### config.mk
export PLATFORM = sky130hd
export DESIGN_NAME = serial_tx_rx_datapath
export DESIGN_NICKNAME = d
export VERILOG_FILES = /design/src/hdl/serial_pkg.sv /design/src/hdl/serial_tx_rx_datapath.sv
export VERILOG_INCLUDE_DIRS = /design/src /design/src/hdl
export SDC_FILE = /design/constraint.sdc
export NUM_CORES = 1
export LEC_CHECK = 0
export BUFFER_PORTS_ARGS = -buffer_cell sky130_fd_sc_hd__buf_2
export CELL_PAD_IN_SITES_DETAIL_PLACEMENT = 0
export CELL_PAD_IN_SITES_GLOBAL_PLACEMENT = 2
export CORE_ASPECT_RATIO = 1.1
export CORE_MARGIN = 2
export CORE_UTILIZATION = 36
export DETAILED_ROUTE_END_ITERATION = 8
export HOLD_SLACK_MARGIN = 0.1
export PLACE_DENSITY = 0.95
export SYNTH_ARGS = -nofsm -noshare
export SYNTH_HDL_FRONTEND = slang
export SYNTH_SLANG_ARGS = --single-unit
### constraint.sdc
create_clock -name clk_sys -period 6 [get_ports clk_sys]
set_input_delay 1.2 -clock clk_sys [delete_from_list [all_inputs] [get_ports clk_sys]]
set_output_delay 1.2 -clock clk_sys [all_outputs]
set_load 0.02 [all_outputs]
### src/hdl/serial_cfg.svh
// Functional notes
// transmit enable hands serial out pin to transmitter
// synchronous mode transmits on external transfer clock
// data write fills buffer; shifter loads when free
// shifter sends whole frame at baud or xck
// transmit ignores bits above character width
// software sets ninth bit before low byte
// data empty flag mirrors transmit buffer empty
// software writes zero to data empty flag
// data empty irq held while flag set
// data write clears empty flag
// transmit complete when shifter and buffer empty
// complete flag clears on irq ack or one
// complete irq raised while flag set
// parity enable inserts parity after data bits
// transmit disable waits for pending data drained
// receive enable claims pin; sync uses xck
// receiver starts on valid start, samples bits
// receiver ignores second stop bit
// first stop bit moves frame into buffer
// unused upper receive bits read as zero
// frame start, lsb first data, parity, stops
// even parity is xor, odd inverted
// receive complete while buffer holds data; flush
// character size sets width both directions
`ifndef SERIAL_CFG_SVH
`define SERIAL_CFG_SVH
`define SER_ADDR_CTRL 8'h00
`define SER_ADDR_STAT 8'h04
`define SER_ADDR_BAUD 8'h08
`define SER_ADDR_DATA 8'h0C
`define SER_CTRL_TX_ON 0
`define SER_CTRL_RXEN 1
`define SER_CTRL_UDRIE 2
`define SER_CTRL_TXCIE 3
`define SER_CTRL_SYNC 4
`define SER_CTRL_U2X 5
`define SER_CTRL_PEN 6
`define SER_CTRL_PODD 7
`define SER_CTRL_STOP2 8
`define SER_CTRL_CSZ_LO 9
`define SER_CTRL_NINTH 12
`define SER_CTRL_GIE 13
`define SER_STAT_UDRE 0
`define SER_STAT_TXC 1
`define SER_STAT_RXC 2
`define SER_STAT_FE 3
`define SER_STAT_PE 4
`define SER_STAT_RXB8 5
`define SER_STAT_DOR 6
`define SER_CSZ_NINE 3'h7
`define SER_BAUD_RESET 12'h000
`endif

### src/hdl/serial_pkg.sv
package serial_pkg;
  typedef enum logic [2:0] {
    TX_IDLE = 3'h0, TX_START = 3'h1, TX_DATA = 3'h3, TX_PAR = 3'h2, TX_STOP = 3'h6
  } tx_state_t;
  typedef enum logic [2:0] {
    RX_IDLE = 3'h0, RX_START = 3'h1, RX_DATA = 3'h3, RX_PAR = 3'h2, RX_STOP = 3'h6
  } rx_state_t;
  typedef struct packed {
    logic [8:0] data;
    logic frame_err;
    logic parity_err;
  } rx_entry_t;
  typedef struct packed {
    logic transmit_enable;
    logic receive_enable;
    logic data_empty_irq_enable;
    logic transmit_complete_irq_enable;
    logic sync_mode;
    logic double_speed;
    logic parity_enable;
    logic parity_odd_select;
    logic stop_bits_select;
    logic [2:0] character_size;
    logic transmit_ninth_bit;
    logic global_irq_enable;
  } ctrl_t;
endpackage : serial_pkg

### src/hdl/serial_tx_rx_datapath.sv
`timescale 1ns/100ps
`include "serial_cfg.svh"
module serial_tx_rx_datapath #(
  parameter int BAUD_W = 12
) (
  input wire logic clk_sys,
  input wire logic rst,
  input wire logic [31:0] s_axi_awaddr,
  input wire logic s_axi_awvalid,
  output logic s_axi_awready,
  input wire logic [31:0] s_axi_wdata,
  input wire logic [3:0] s_axi_wstrb,
  input wire logic s_axi_wvalid,
  output logic s_axi_wready,
  output logic [1:0] s_axi_bresp,
  output logic s_axi_bvalid,
  input wire logic s_axi_bready,
  input wire logic [31:0] s_axi_araddr,
  input wire logic s_axi_arvalid,
  output logic s_axi_arready,
  output logic [31:0] s_axi_rdata,
  output logic [1:0] s_axi_rresp,
  output logic s_axi_rvalid,
  input wire logic s_axi_rready,
  input wire logic serial_in_pin,
  output logic serial_out_pin,
  output logic serial_out_oe,
  input wire logic xck_in,
  output logic serial_in_claimed,
  input wire logic irq_ack_tx_complete,
  output logic irq_data_empty,
  output logic irq_tx_complete
);
  initial begin
    if (BAUD_W < 1 || BAUD_W > 16) $error("BAUD_W out of range");
  end

  serial_pkg::ctrl_t ctrl_q;
  logic [BAUD_W-1:0] baud_q;
  logic aw_q, w_q;
  logic [7:0] awaddr_q;
  logic [31:0] wdata_q;
  logic [3:0] wstrb_q;
  logic wr_fire, rd_fire, data_wr, data_rd;
  logic [7:0] rd_addr;

  // write address and data latched independently, in either order
  assign s_axi_awready = !aw_q && !s_axi_bvalid;
  assign s_axi_wready = !w_q && !s_axi_bvalid;
  assign wr_fire = aw_q && w_q && !s_axi_bvalid;
  assign data_wr = wr_fire && awaddr_q == `SER_ADDR_DATA && wstrb_q[0];
  assign s_axi_arready = !s_axi_rvalid;
  assign rd_fire = s_axi_arvalid && s_axi_arready;
  assign rd_addr = s_axi_araddr[7:0];
  assign data_rd = rd_fire && rd_addr == `SER_ADDR_DATA;

  always_ff @(posedge clk_sys) begin
    if (rst) begin
      aw_q <= 1'b0;
      w_q <= 1'b0;
      awaddr_q <= 8'h00;
      wdata_q <= 32'h0000_0000;
      wstrb_q <= 4'h0;
      s_axi_bvalid <= 1'b0;
      s_axi_bresp <= 2'h0;
    end else begin
      if (s_axi_awvalid && s_axi_awready) begin
        aw_q <= 1'b1;
        awaddr_q <= s_axi_awaddr[7:0];
      end
      if (s_axi_wvalid && s_axi_wready) begin
        w_q <= 1'b1;
        wdata_q <= s_axi_wdata;
        wstrb_q <= s_axi_wstrb;
      end
      if (wr_fire) begin
        aw_q <= 1'b0;
        w_q <= 1'b0;
        s_axi_bvalid <= 1'b1;
        s_axi_bresp <= (awaddr_q > `SER_ADDR_DATA || awaddr_q[1:0] != 2'h0) ? 2'h2 : 2'h0;
      end else if (s_axi_bvalid && s_axi_bready) begin
        s_axi_bvalid <= 1'b0;
      end
    end
  end

  always_ff @(posedge clk_sys) begin
    if (rst) begin
      ctrl_q <= '0;
      baud_q <= BAUD_W'(`SER_BAUD_RESET);
    end else if (wr_fire) begin
      if (awaddr_q == `SER_ADDR_CTRL) begin
        if (wstrb_q[0]) ctrl_q <= {wdata_q[`SER_CTRL_TX_ON], wdata_q[`SER_CTRL_RXEN], wdata_q[`SER_CTRL_UDRIE],
          wdata_q[`SER_CTRL_TXCIE], wdata_q[`SER_CTRL_SYNC], wdata_q[`SER_CTRL_U2X], wdata_q[`SER_CTRL_PEN],
          wdata_q[`SER_CTRL_PODD], wdata_q[`SER_CTRL_STOP2], wdata_q[`SER_CTRL_CSZ_LO+2:`SER_CTRL_CSZ_LO],
          wdata_q[`SER_CTRL_NINTH], wdata_q[`SER_CTRL_GIE]};
      end
      if (awaddr_q == `SER_ADDR_BAUD) baud_q <= wdata_q[BAUD_W-1:0];
    end
  end

  // pins from outside: two flops before any use
  logic rxd_m, rxd_s, xck_m, xck_s, xck_prev;
  always_ff @(posedge clk_sys) begin
    if (rst) begin
      rxd_m <= 1'b1;
      rxd_s <= 1'b1;
      xck_m <= 1'b0;
      xck_s <= 1'b0;
      xck_prev <= 1'b0;
    end else begin
      rxd_m <= serial_in_pin;
      rxd_s <= rxd_m;
      xck_m <= xck_in;
      xck_s <= xck_m;
      xck_prev <= xck_s;
    end
  end

  // oversample tick: 16 per bit, 8 with double speed
  logic [BAUD_W-1:0] div_q;
  logic os_tick, tx_tick, rx_sample, xck_rise, xck_fall;
  logic [3:0] os_q;
  logic [3:0] os_last;
  assign xck_rise = xck_s && !xck_prev;
  assign xck_fall = !xck_s && xck_prev;
  assign os_tick = div_q == '0;
  assign os_last = ctrl_q.double_speed ? 4'h7 : 4'hF;
  always_ff @(posedge clk_sys) begin
    if (rst) begin
      div_q <= '0;
      os_q <= 4'h0;
    end else begin
      div_q <= os_tick ? baud_q : div_q - 1'b1;
      if (os_tick) os_q <= (os_q >= os_last) ? 4'h0 : os_q + 4'h1;
    end
  end
  assign tx_tick = ctrl_q.sync_mode ? xck_rise : (os_tick && os_q == os_last);

  // transmitter
  serial_pkg::tx_state_t tx_st_q;
  logic [8:0] txbuf_q, txsh_q;
  logic txbuf_full_q, txd_q, tx_par_q, tx_stop2_q, txc_q, tx_active_q, tx_tail_q;
  logic [3:0] tx_cnt_q, nbits;
  logic [8:0] width_mask, wr_char;
  logic tx_load, tx_done;
  always_comb begin
    unique case (ctrl_q.character_size)
      3'h0: nbits = 4'd5;
      3'h1: nbits = 4'd6;
      3'h2: nbits = 4'd7;
      `SER_CSZ_NINE: nbits = 4'd9;
      default: nbits = 4'd8;
    endcase
    width_mask = 9'h1FF >> (4'd9 - nbits);
  end
  assign wr_char = {ctrl_q.transmit_ninth_bit, wdata_q[7:0]} & width_mask;
  assign tx_load = txbuf_full_q && (tx_st_q == serial_pkg::TX_IDLE) && tx_active_q;
  assign tx_done = tx_tick && tx_tail_q && tx_st_q == serial_pkg::TX_IDLE && !txbuf_full_q;

  always_ff @(posedge clk_sys) begin
    if (rst) begin
      txbuf_q <= 9'h000;
      txbuf_full_q <= 1'b0;
    end else if (data_wr && ctrl_q.transmit_enable) begin
      txbuf_q <= wr_char;
      txbuf_full_q <= 1'b1;
    end else if (tx_load) begin
      txbuf_full_q <= 1'b0;
    end
  end

  always_ff @(posedge clk_sys) begin
    if (rst) begin
      tx_st_q <= serial_pkg::TX_IDLE;
      txsh_q <= 9'h000;
      txd_q <= 1'b1;
      tx_cnt_q <= 4'h0;
      tx_par_q <= 1'b0;
      tx_stop2_q <= 1'b0;
    end else begin
      unique case (tx_st_q)
        serial_pkg::TX_IDLE: begin
          txd_q <= 1'b1;
          if (tx_load) begin
            txsh_q <= txbuf_q;
            tx_par_q <= ^txbuf_q ^ ctrl_q.parity_odd_select;
            tx_st_q <= serial_pkg::TX_START;
          end
        end
        serial_pkg::TX_START: if (tx_tick) begin
          txd_q <= 1'b0;
          tx_cnt_q <= 4'h0;
          tx_st_q <= serial_pkg::TX_DATA;
        end
        serial_pkg::TX_DATA: if (tx_tick) begin
          txd_q <= txsh_q[0];
          txsh_q <= txsh_q >> 1;
          tx_cnt_q <= tx_cnt_q + 4'h1;
          if (tx_cnt_q + 4'h1 == nbits) tx_st_q <= ctrl_q.parity_enable ? serial_pkg::TX_PAR : serial_pkg::TX_STOP;
          tx_stop2_q <= ctrl_q.stop_bits_select;
        end
        serial_pkg::TX_PAR: if (tx_tick) begin
          txd_q <= tx_par_q;
          tx_st_q <= serial_pkg::TX_STOP;
        end
        serial_pkg::TX_STOP: if (tx_tick) begin
          txd_q <= 1'b1;
          if (tx_stop2_q) tx_stop2_q <= 1'b0;
          else tx_st_q <= serial_pkg::TX_IDLE;
        end
        default: tx_st_q <= serial_pkg::TX_IDLE;
      endcase
    end
  end
  // last stop bit still on the line until the next tick; completion waits for it
  always_ff @(posedge clk_sys) begin
    if (rst) tx_tail_q <= 1'b0;
    else if (tx_tick) tx_tail_q <= tx_st_q == serial_pkg::TX_STOP && !tx_stop2_q;
  end

  always_ff @(posedge clk_sys) begin
    if (rst) tx_active_q <= 1'b0;
    else if (ctrl_q.transmit_enable) tx_active_q <= 1'b1;
    else if (tx_st_q == serial_pkg::TX_IDLE && !txbuf_full_q && !tx_tail_q) tx_active_q <= 1'b0;
  end
  assign serial_out_pin = tx_active_q ? txd_q : 1'b1;
  assign serial_out_oe = tx_active_q;

  // transmit complete: set wins over clear
  logic txc_clr;
  assign txc_clr = irq_ack_tx_complete ||
    (wr_fire && awaddr_q == `SER_ADDR_STAT && wstrb_q[0] && wdata_q[`SER_STAT_TXC]);
  always_ff @(posedge clk_sys) begin
    if (rst) txc_q <= 1'b0;
    else if (tx_done && !txbuf_full_q) txc_q <= 1'b1;
    else if (txc_clr) txc_q <= 1'b0;
  end
  assign irq_data_empty = ctrl_q.data_empty_irq_enable && !txbuf_full_q && ctrl_q.global_irq_enable;
  assign irq_tx_complete = ctrl_q.transmit_complete_irq_enable && txc_q && ctrl_q.global_irq_enable;

  // receiver
  serial_pkg::rx_state_t rx_st_q;
  logic [8:0] rxsh_q;
  logic [3:0] rx_cnt_q, rx_os_q;
  logic rx_par_q, rx_tick, rx_mid;
  serial_pkg::rx_entry_t rxbuf_q [2];
  logic [1:0] rx_count_q;
  logic rd_ptr_q, wr_ptr_q, rx_push, dor_q;
  assign serial_in_claimed = ctrl_q.receive_enable;
  assign rx_mid = ctrl_q.sync_mode ? xck_fall : (os_tick && rx_os_q == (os_last >> 1));
  assign rx_sample = rx_mid;
  assign rx_tick = ctrl_q.sync_mode ? xck_fall : (os_tick && rx_os_q == os_last);

  always_ff @(posedge clk_sys) begin
    if (rst || !ctrl_q.receive_enable) begin
      rx_st_q <= serial_pkg::RX_IDLE;
      rxsh_q <= 9'h000;
      rx_cnt_q <= 4'h0;
      rx_os_q <= 4'h0;
      rx_par_q <= 1'b0;
    end else begin
      if (os_tick || ctrl_q.sync_mode) rx_os_q <= (rx_os_q >= os_last) ? 4'h0 : rx_os_q + 4'h1;
      unique case (rx_st_q)
        serial_pkg::RX_IDLE: begin
          rx_os_q <= 4'h0;
          if (!rxd_s) rx_st_q <= serial_pkg::RX_START;
        end
        serial_pkg::RX_START: if (rx_sample) begin
          rx_cnt_q <= 4'h0;
          rx_par_q <= ctrl_q.parity_odd_select;
          rx_st_q <= rxd_s ? serial_pkg::RX_IDLE : serial_pkg::RX_DATA;
        end
        serial_pkg::RX_DATA: if (rx_sample) begin
          rxsh_q <= {rxd_s, rxsh_q[8:1]};
          rx_par_q <= rx_par_q ^ rxd_s;
          rx_cnt_q <= rx_cnt_q + 4'h1;
          if (rx_cnt_q + 4'h1 == nbits) rx_st_q <= ctrl_q.parity_enable ? serial_pkg::RX_PAR : serial_pkg::RX_STOP;
        end
        serial_pkg::RX_PAR: if (rx_sample) begin
          rx_par_q <= rx_par_q ^ rxd_s;
          rx_st_q <= serial_pkg::RX_STOP;
        end
        serial_pkg::RX_STOP: if (rx_sample) rx_st_q <= serial_pkg::RX_IDLE;
        default: rx_st_q <= serial_pkg::RX_IDLE;
      endcase
    end
  end
  assign rx_push = rx_st_q == serial_pkg::RX_STOP && rx_sample && ctrl_q.receive_enable;

  logic [8:0] rx_aligned;
  assign rx_aligned = (rxsh_q >> (4'd9 - nbits)) & width_mask;
  logic rx_pop;
  assign rx_pop = data_rd && rx_count_q != 2'h0;
  always_ff @(posedge clk_sys) begin
    if (rst || !ctrl_q.receive_enable) begin
      rx_count_q <= 2'h0;
      rd_ptr_q <= 1'b0;
      wr_ptr_q <= 1'b0;
      dor_q <= 1'b0;
      rxbuf_q[0] <= '0;
      rxbuf_q[1] <= '0;
    end else begin
      if (rx_push && (rx_count_q != 2'h2 || rx_pop)) begin
        rxbuf_q[wr_ptr_q] <= '{data: rx_aligned, frame_err: !rxd_s, parity_err: ctrl_q.parity_enable && rx_par_q};
        wr_ptr_q <= !wr_ptr_q;
        dor_q <= 1'b0;
      end else if (rx_push) begin
        dor_q <= 1'b1;
      end
      if (rx_pop) rd_ptr_q <= !rd_ptr_q;
      rx_count_q <= rx_count_q + 2'((rx_push && (rx_count_q != 2'h2 || rx_pop)) ? 1 : 0) - 2'(rx_pop ? 1 : 0);
    end
  end

  // read channel
  serial_pkg::rx_entry_t head;
  assign head = rxbuf_q[rd_ptr_q];
  always_ff @(posedge clk_sys) begin
    if (rst) begin
      s_axi_rvalid <= 1'b0;
      s_axi_rdata <= 32'h0000_0000;
      s_axi_rresp <= 2'h0;
    end else if (rd_fire) begin
      s_axi_rvalid <= 1'b1;
      s_axi_rresp <= 2'h0;
      unique case (rd_addr)
        `SER_ADDR_CTRL: s_axi_rdata <= {18'h0, ctrl_q.global_irq_enable, ctrl_q.transmit_ninth_bit,
          ctrl_q.character_size, ctrl_q.stop_bits_select, ctrl_q.parity_odd_select, ctrl_q.parity_enable,
          ctrl_q.double_speed, ctrl_q.sync_mode, ctrl_q.transmit_complete_irq_enable,
          ctrl_q.data_empty_irq_enable, ctrl_q.receive_enable, ctrl_q.transmit_enable};
        `SER_ADDR_STAT: s_axi_rdata <= {25'h0, dor_q, head.data[8] && rx_count_q != 2'h0,
          head.parity_err && rx_count_q != 2'h0, head.frame_err && rx_count_q != 2'h0,
          rx_count_q != 2'h0, txc_q, !txbuf_full_q};
        `SER_ADDR_BAUD: s_axi_rdata <= 32'(baud_q);
        `SER_ADDR_DATA: s_axi_rdata <= {24'h0, head.data[7:0]};
        default: begin
          s_axi_rdata <= 32'h0000_0000;
          s_axi_rresp <= 2'h2;
        end
      endcase
    end else if (s_axi_rready) begin
      s_axi_rvalid <= 1'b0;
    end
  end

  property p_empty_clear;
    @(posedge clk_sys) disable iff (rst) (data_wr && ctrl_q.transmit_enable) |=> txbuf_full_q;
  endproperty
  a_empty_clear: assert property (p_empty_clear) else $error("data write did not clear empty");
  property p_txc_set;
    @(posedge clk_sys) disable iff (rst) (tx_done && !txbuf_full_q) |=> txc_q;
  endproperty
  a_txc_set: assert property (p_txc_set) else $error("transmit complete not set");
  property p_txc_irq;
    @(posedge clk_sys) disable iff (rst)
      (txc_q && ctrl_q.transmit_complete_irq_enable && ctrl_q.global_irq_enable) |-> irq_tx_complete;
  endproperty
  a_txc_irq: assert property (p_txc_irq) else $error("complete irq missing");
  property p_start_low;
    @(posedge clk_sys) disable iff (rst) (tx_st_q == serial_pkg::TX_START && tx_tick) |=> !txd_q;
  endproperty
  a_start_low: assert property (p_start_low) else $error("start bit not low");
  property p_oe_hold;
    @(posedge clk_sys) disable iff (rst) (!ctrl_q.transmit_enable && txbuf_full_q) |=> serial_out_oe;
  endproperty
  a_oe_hold: assert property (p_oe_hold) else $error("pin released with pending data");
  property p_load;
    @(posedge clk_sys) disable iff (rst) (tx_load && !data_wr) |=> tx_st_q == serial_pkg::TX_START && !txbuf_full_q;
  endproperty
  a_load: assert property (p_load) else $error("shifter load failed");
  property p_parity_out;
    @(posedge clk_sys) disable iff (rst) (tx_st_q == serial_pkg::TX_PAR && tx_tick) |=> txd_q == tx_par_q;
  endproperty
  a_parity_out: assert property (p_parity_out) else $error("parity bit not driven");
  property p_flush;
    @(posedge clk_sys) disable iff (rst) !ctrl_q.receive_enable |=> rx_count_q == 2'h0;
  endproperty
  a_flush: assert property (p_flush) else $error("receive buffer not flushed");
  property p_push;
    @(posedge clk_sys) disable iff (rst) (rx_push && rx_count_q == 2'h0 && !rx_pop) |=> rx_count_q == 2'h1;
  endproperty
  a_push: assert property (p_push) else $error("frame not buffered");
  property p_bresp;
    @(posedge clk_sys) disable iff (rst) wr_fire |=> s_axi_bvalid;
  endproperty
  a_bresp: assert property (p_bresp) else $error("no write response");
  c_frame_sent: cover property (@(posedge clk_sys) disable iff (rst) tx_done);
  c_frame_recv: cover property (@(posedge clk_sys) disable iff (rst) rx_push);
  c_overrun: cover property (@(posedge clk_sys) disable iff (rst) rx_push && rx_count_q == 2'h2);
endmodule : serial_tx_rx_datapath

Word-level counts from Yosys, hierarchy flattened
Memory sizes are Yosys's and may differ from the RTL's. A register that Yosys moved wholly into a read port is not among the register bits.
Cells that the tools add are included.
{ "op_classes": {"muxes": 69, "addsub": 8, "bitwise": 4, "shift": 2, "n_div": 0, "eq_ne": 36, "n_reduce_logical": 96, "order_cmp": 3, "n_mul": 0} }
{ "op_table": {"columns": ["operator", "count"], "rows": [
  ["one-hot mux 14 bit (4 select lines)", 1],
  ["2-to-1 mux 3 bit", 14],
  ["logical AND 1 bit", 40],
  ["== test 8 x 4 -> 1 bit (second input constant)", 4],
  ["2-to-1 mux 1 bit", 31],
  ["one-hot mux 3 bit (5 select lines)", 2],
  ["2-to-1 mux 4 bit", 7],
  ["!= test 2 bit (second input constant)", 14],
  ["nonzero test 2 bit", 12],
  ["bitwise AND 9 bit", 2],
  ["2-to-1 mux 9 bit", 2],
  ["one-hot mux 9 bit (2 select lines)", 1],
  ["AND reduction 3 bit", 6],
  ["adder 4 x 1 -> 4 bit (second input constant)", 4],
  ["== test 8 x 3 -> 1 bit (second input constant)", 2],
  ["logical NOT 8 bit", 2],
  ["one-hot mux 4 bit (2 select lines)", 2],
  ["one-hot mux 4 bit (4 select lines)", 1],
  ["== test 3 x 2 -> 1 bit (second input constant)", 5],
  ["logical NOT 1 bit", 13],
  ["== test 4 bit", 3],
  ["logical NOT 12 bit", 1],
  ["2-to-1 mux 12 bit", 1],
  ["subtractor 12 x 1 -> 12 bit (second input constant)", 1],
  ["other kinds (27)", 47]
]} }
{ "word_totals": {"ram_bits": 22, "rom_bits": 0, "latchBits": 0, "in_bits": 110, "out_inout_bits": 46, "memories": 1, "ff_bits": 168} }
{ "mem_list": {"columns": ["name", "words", "word_bits", "read_ports", "rd_clocked_by_memory_dff", "wr", "line_no", "source"], "rows": [
  ["rxbuf_q", 2, 11, 1, 1, 2, "serial_tx_rx_datapath.sv:247", "serial_pkg::rx_entry_t rxbuf_q [2];"]
]} }

Longest topological paths before layout
{ "depth": {"ltp_word": 12, "mapped_depth": 12} }

Least setup slack after synthesis
Ideal clock, no wire load.
{ "synth_path": {"path_type": "input-to-reg", "start": "in s_axi_arvalid", "end": "mem rxbuf_q[0][0] in the netlist's numbering, enable pin", "stages": 8, "t_arrival_ns": 2.934, "setup_slack_ns": 2.721, "n_path_buf": 2, "path_cell_list": "nor2b_1 and4_1 buf_2 and2b_1 o21ai_2 or3_4 buf_6 nand2_1"} }
{ "synth_lines": {"columns": ["element", "line_no", "source"], "rows": [
  ["start: declaration", "serial_tx_rx_datapath.sv:19", "input wire logic s_axi_arvalid,"],
  ["end: declaration", "serial_tx_rx_datapath.sv:247", null]
]} }

==> summary.txt <==
Cells and area
  – Final instance area: between 9000 and 10000 um^2
  – Nets: roughly 1100
  – Share of cells above drive strength 1: 13.8%
  – Antenna Cells: 0
  – Layout area overhead: 12.5%

CTS
  – Clock transition at path regs: ~0.07 ns
  – CTS Buf Count: 17
  – CTS Buffer Depth: 2
  – Clock root buffer: clkbuf_16
  – Post_cts resized: 0
  – CTS sink cnt: ~170
  – Hold_buf cts: 0
  – CTS H-tree depth: 4
  – CTS tree: yes
  – Post-CTS Setup Inserts: 0
  – Clk_lat worst skew: 0.44 ns

Status
  – Status: complete, no violations

Pwr
  – Internal Power: roughly 1.9 mW
  – Total Power: 2.65 mW
  – Clock power frac: 40.3%
  – Sw power: 756 uW
  – PD cells: 283 nW/um^2
  – Register share of total power: 47.3%
  – Peak VDD IR: 208 uV
  – Leak Pwr: roughly 3.6 nW
  – Comb pwr share: 12.4%
  – Sw frac: 28.6%

Global route
  – Largest net degree at the start of global routing: 65
  – Antenna violations before repair: 1
  – Total track usage: 17.5%
  – First-pass GRT wire length: 33200 um
  – Number of global-route vias before repair: 6364
  – Global-route congestion overflow total: 0

Timing
  – Worst-Margin Slew: 0.985 ns
  – Max Freq: roughly 0.28 GHz
  – Fin Setup TNS: 0 ns
  – Hold slack final: 0.414 ns
  – RSZ-0062 raised after global routing: no
  – Final period util: 59.7%
  – Clk_skew: approximately 0.0097 ns
  – Fin crit period: 3.58 ns
  – Max-slew violations: 0
  – Fin. Hold Viols: 0
  – Final setup vio count: 0
  – Relative slew slack: 34.1%

Yosys
  – Commonest cells post-synth: dfxtp_1 (149), nor2_1 (136), nand2_1 (116)
  – Syn Area/Cell: 8.78 um^2
  – Sequential fraction of the synthesis area: 43.9%
  – Post-synth top area cell: dfxtp_1
  – Mapped cell area: around 8300 um^2
  – EDFF count, synth: 22
  – Count leader, synth: dfxtp_1
  – Synth unique cells: between 70 and 80
  – Synth async-reset ratio: 0%
  – Synth top area share: 35.9%
  – Synthesis Warnings: 0
  – Synth Instances: 946
  – Synth top area cells: dfxtp_1 (36%), edfxtp_1 (8.0%), mux2i_1 (6.6%)
  – Main synth FF type: dfxtp_1
  – #FFs+latches synth: 171

Route
  – Initial DRC count: 435
  – DR vias: ~6800
  – Pre-Repair DR Iteration Count: 4
  – Routed wire per std cell: 15.9 um
  – Routed WL: approximately 21000 um
  – Vias/cell: ~5.2
  – Post-route ant nets: 0
  – Post-route DRC: 0

Critical path
  – Req. time, crit path: 6.08 ns
  – Crit path capture type: register
  – Critical Path AT: 3.66 ns
  – CP Class: input pin to register
  – Startpoint types: input pin
  – Critical path fanouts, max: 12

Floorplanning
  – Die X: 149 um
  – Initial cell density of the core: 36.5%
  – Core Region: 22800 um^2
  – # IOs: ~160
  – DIE AREA: 24300 um^2
  – Die Y: around 160 um
  – Num rows: 58

Placed design
  – Placed Area: 8770 um^2
  – Dpl hpwl: 14900 um
  – Gpl congestion: 0.818
  – Port Buffers: between 60 and 70

Run
  – Max-cap check violation count: 0

Hold path
  – Worst min-delay path category: register to register
[critical path, cell delays in order]
cell	delay (ns)
buf_2	0.09
nor2b_1	0.42
and4_1	0.53
and2b_1	0.30
o2111ai_1	0.51
nand2_1	0.59
[kinds of logic (layout without fill, tap and decap cells)]
| kind of cell | count (synthesis) | count (layout) | synth area share [%] |
|---|---|---|---|
| and+or+nand+nor | 395 | 395 | 22.4 |
| AOI/OAI and AO/OA | 175 | 175 | 14.1 |
| xor gates and xnor gates | 34 | 34 | 3.58 |
| adders and majority gates | 11 | 11 | 1.66 |
| muxes | 68 | 68 | 8.93 |
| buffers and inverters | 91 | 125 | 5.42 |
| other | 1 | 20 | 0.0451 |
| DFF | 171 | 171 | 43.9 |
[final cells by class]
class,count,area (um^2)
Fill cell,2326,13400
Multi-Input combinational cell,703,4280
Sequential cell,171,3640
Clock buffer,17,425
Timing Repair Buffer,74,393
Tap cell,300,375
Clock inverter,15,153
Inverter,19,71.3
[stage by stage]
stage	setup WS, ns	utilization [%]	instances
after floorplan	2.72	-	965
after global placement	1.93	38.5	1267
after detailed placement	1.93	38.5	1267
after CTS	2.38	41.0	1299
after global routing	2.13	41.0	1299
final	2.42	41.0	1299
[per-layer routing]
| layer | track usage [%] | up-vias | part of all wire (%) |
|---|---|---|---|
| li1 | - | 3378 | - |
| met1 | 22.5 | 3240 | 47 |
| met4 | 6.93 | 2 | 2.8 |
| met5 | 0 | - | 0.058 |
| met3 | 3.13 | 41 | 3.3 |
| met2 | 29.1 | 105 | 47 |
[registers in the layout, indices dropped and copies added, names as in the netlist, 3 cells and up, named ones only]
| name | cells |
|---|---|
| rx_st_q | 3 |
| txbuf_q | 9 |
| s_axi_rdata | 14 |
| rx_cnt_q | 4 |
| baud_q | 12 |
| txsh_q | 9 |
| rxbuf_q | 22 |
| rx_os_q | 4 |
| tx_st_q | 3 |
| div_q | 12 |
| awaddr_q | 8 |
| ctrl_q | 13 |
| tx_cnt_q | 4 |
| os_q | 4 |
| rxsh_q | 9 |
| wdata_q | 14 |
[path summary, 6_finish.rpt]
kind / cells past startpoint / to / from / slack, ns
worst min register to register: 1 / rxd_s / rxd_m / 0.41
worst max register to register: 7 / rxbuf_q[1][9] / div_q[0] / 2.56
worst min-delay path: 1 / rxd_s / rxd_m / 0.41
worst max-delay path: 6 / rxbuf_q[1][9] / s_axi_arvalid / 2.42
[cells in the final DEF, fill, tap and decap left out, types with 4 or more instances in the layout]
cell type	count
a21o_1	4
and2_1	9
nor3_1	24
nor3b_1	4
edfxtp_1	22
buf_4	9
o21ai_0	25
and3_1	6
buf_2	65
ha_1	11
nand3b_1	6
inv_6	4
nor2_1	136
dfxtp_1	149
a31oi_1	8
mux2i_1	55
a211oi_1	16
nand3_1	30
o22ai_1	7
nand2_1	116
clkbuf_16	17
xnor2_1	21
nand2b_1	9
xor2_1	13
mux4_2	4
or3_1	8
conb_1	20
inv_1	19
or2_2	4
a21oi_1	56
nand4_1	8
a311oi_1	7
mux2_2	9
a32oi_1	4
nor2b_1	12
a22oi_1	12
[power by group through the flow]
stage	registers, mW	clock network [mW]	logic (mW)
final	1.25	1.07	0.329
after floorplan	1.27	0	0.262
after CTS	1.25	1.09	0.330
after global placement	1.28	0	0.326
after detailed placement	1.28	0	0.326
after global routing	1.26	1.14	0.365
(Power assumes the default switching activity.)
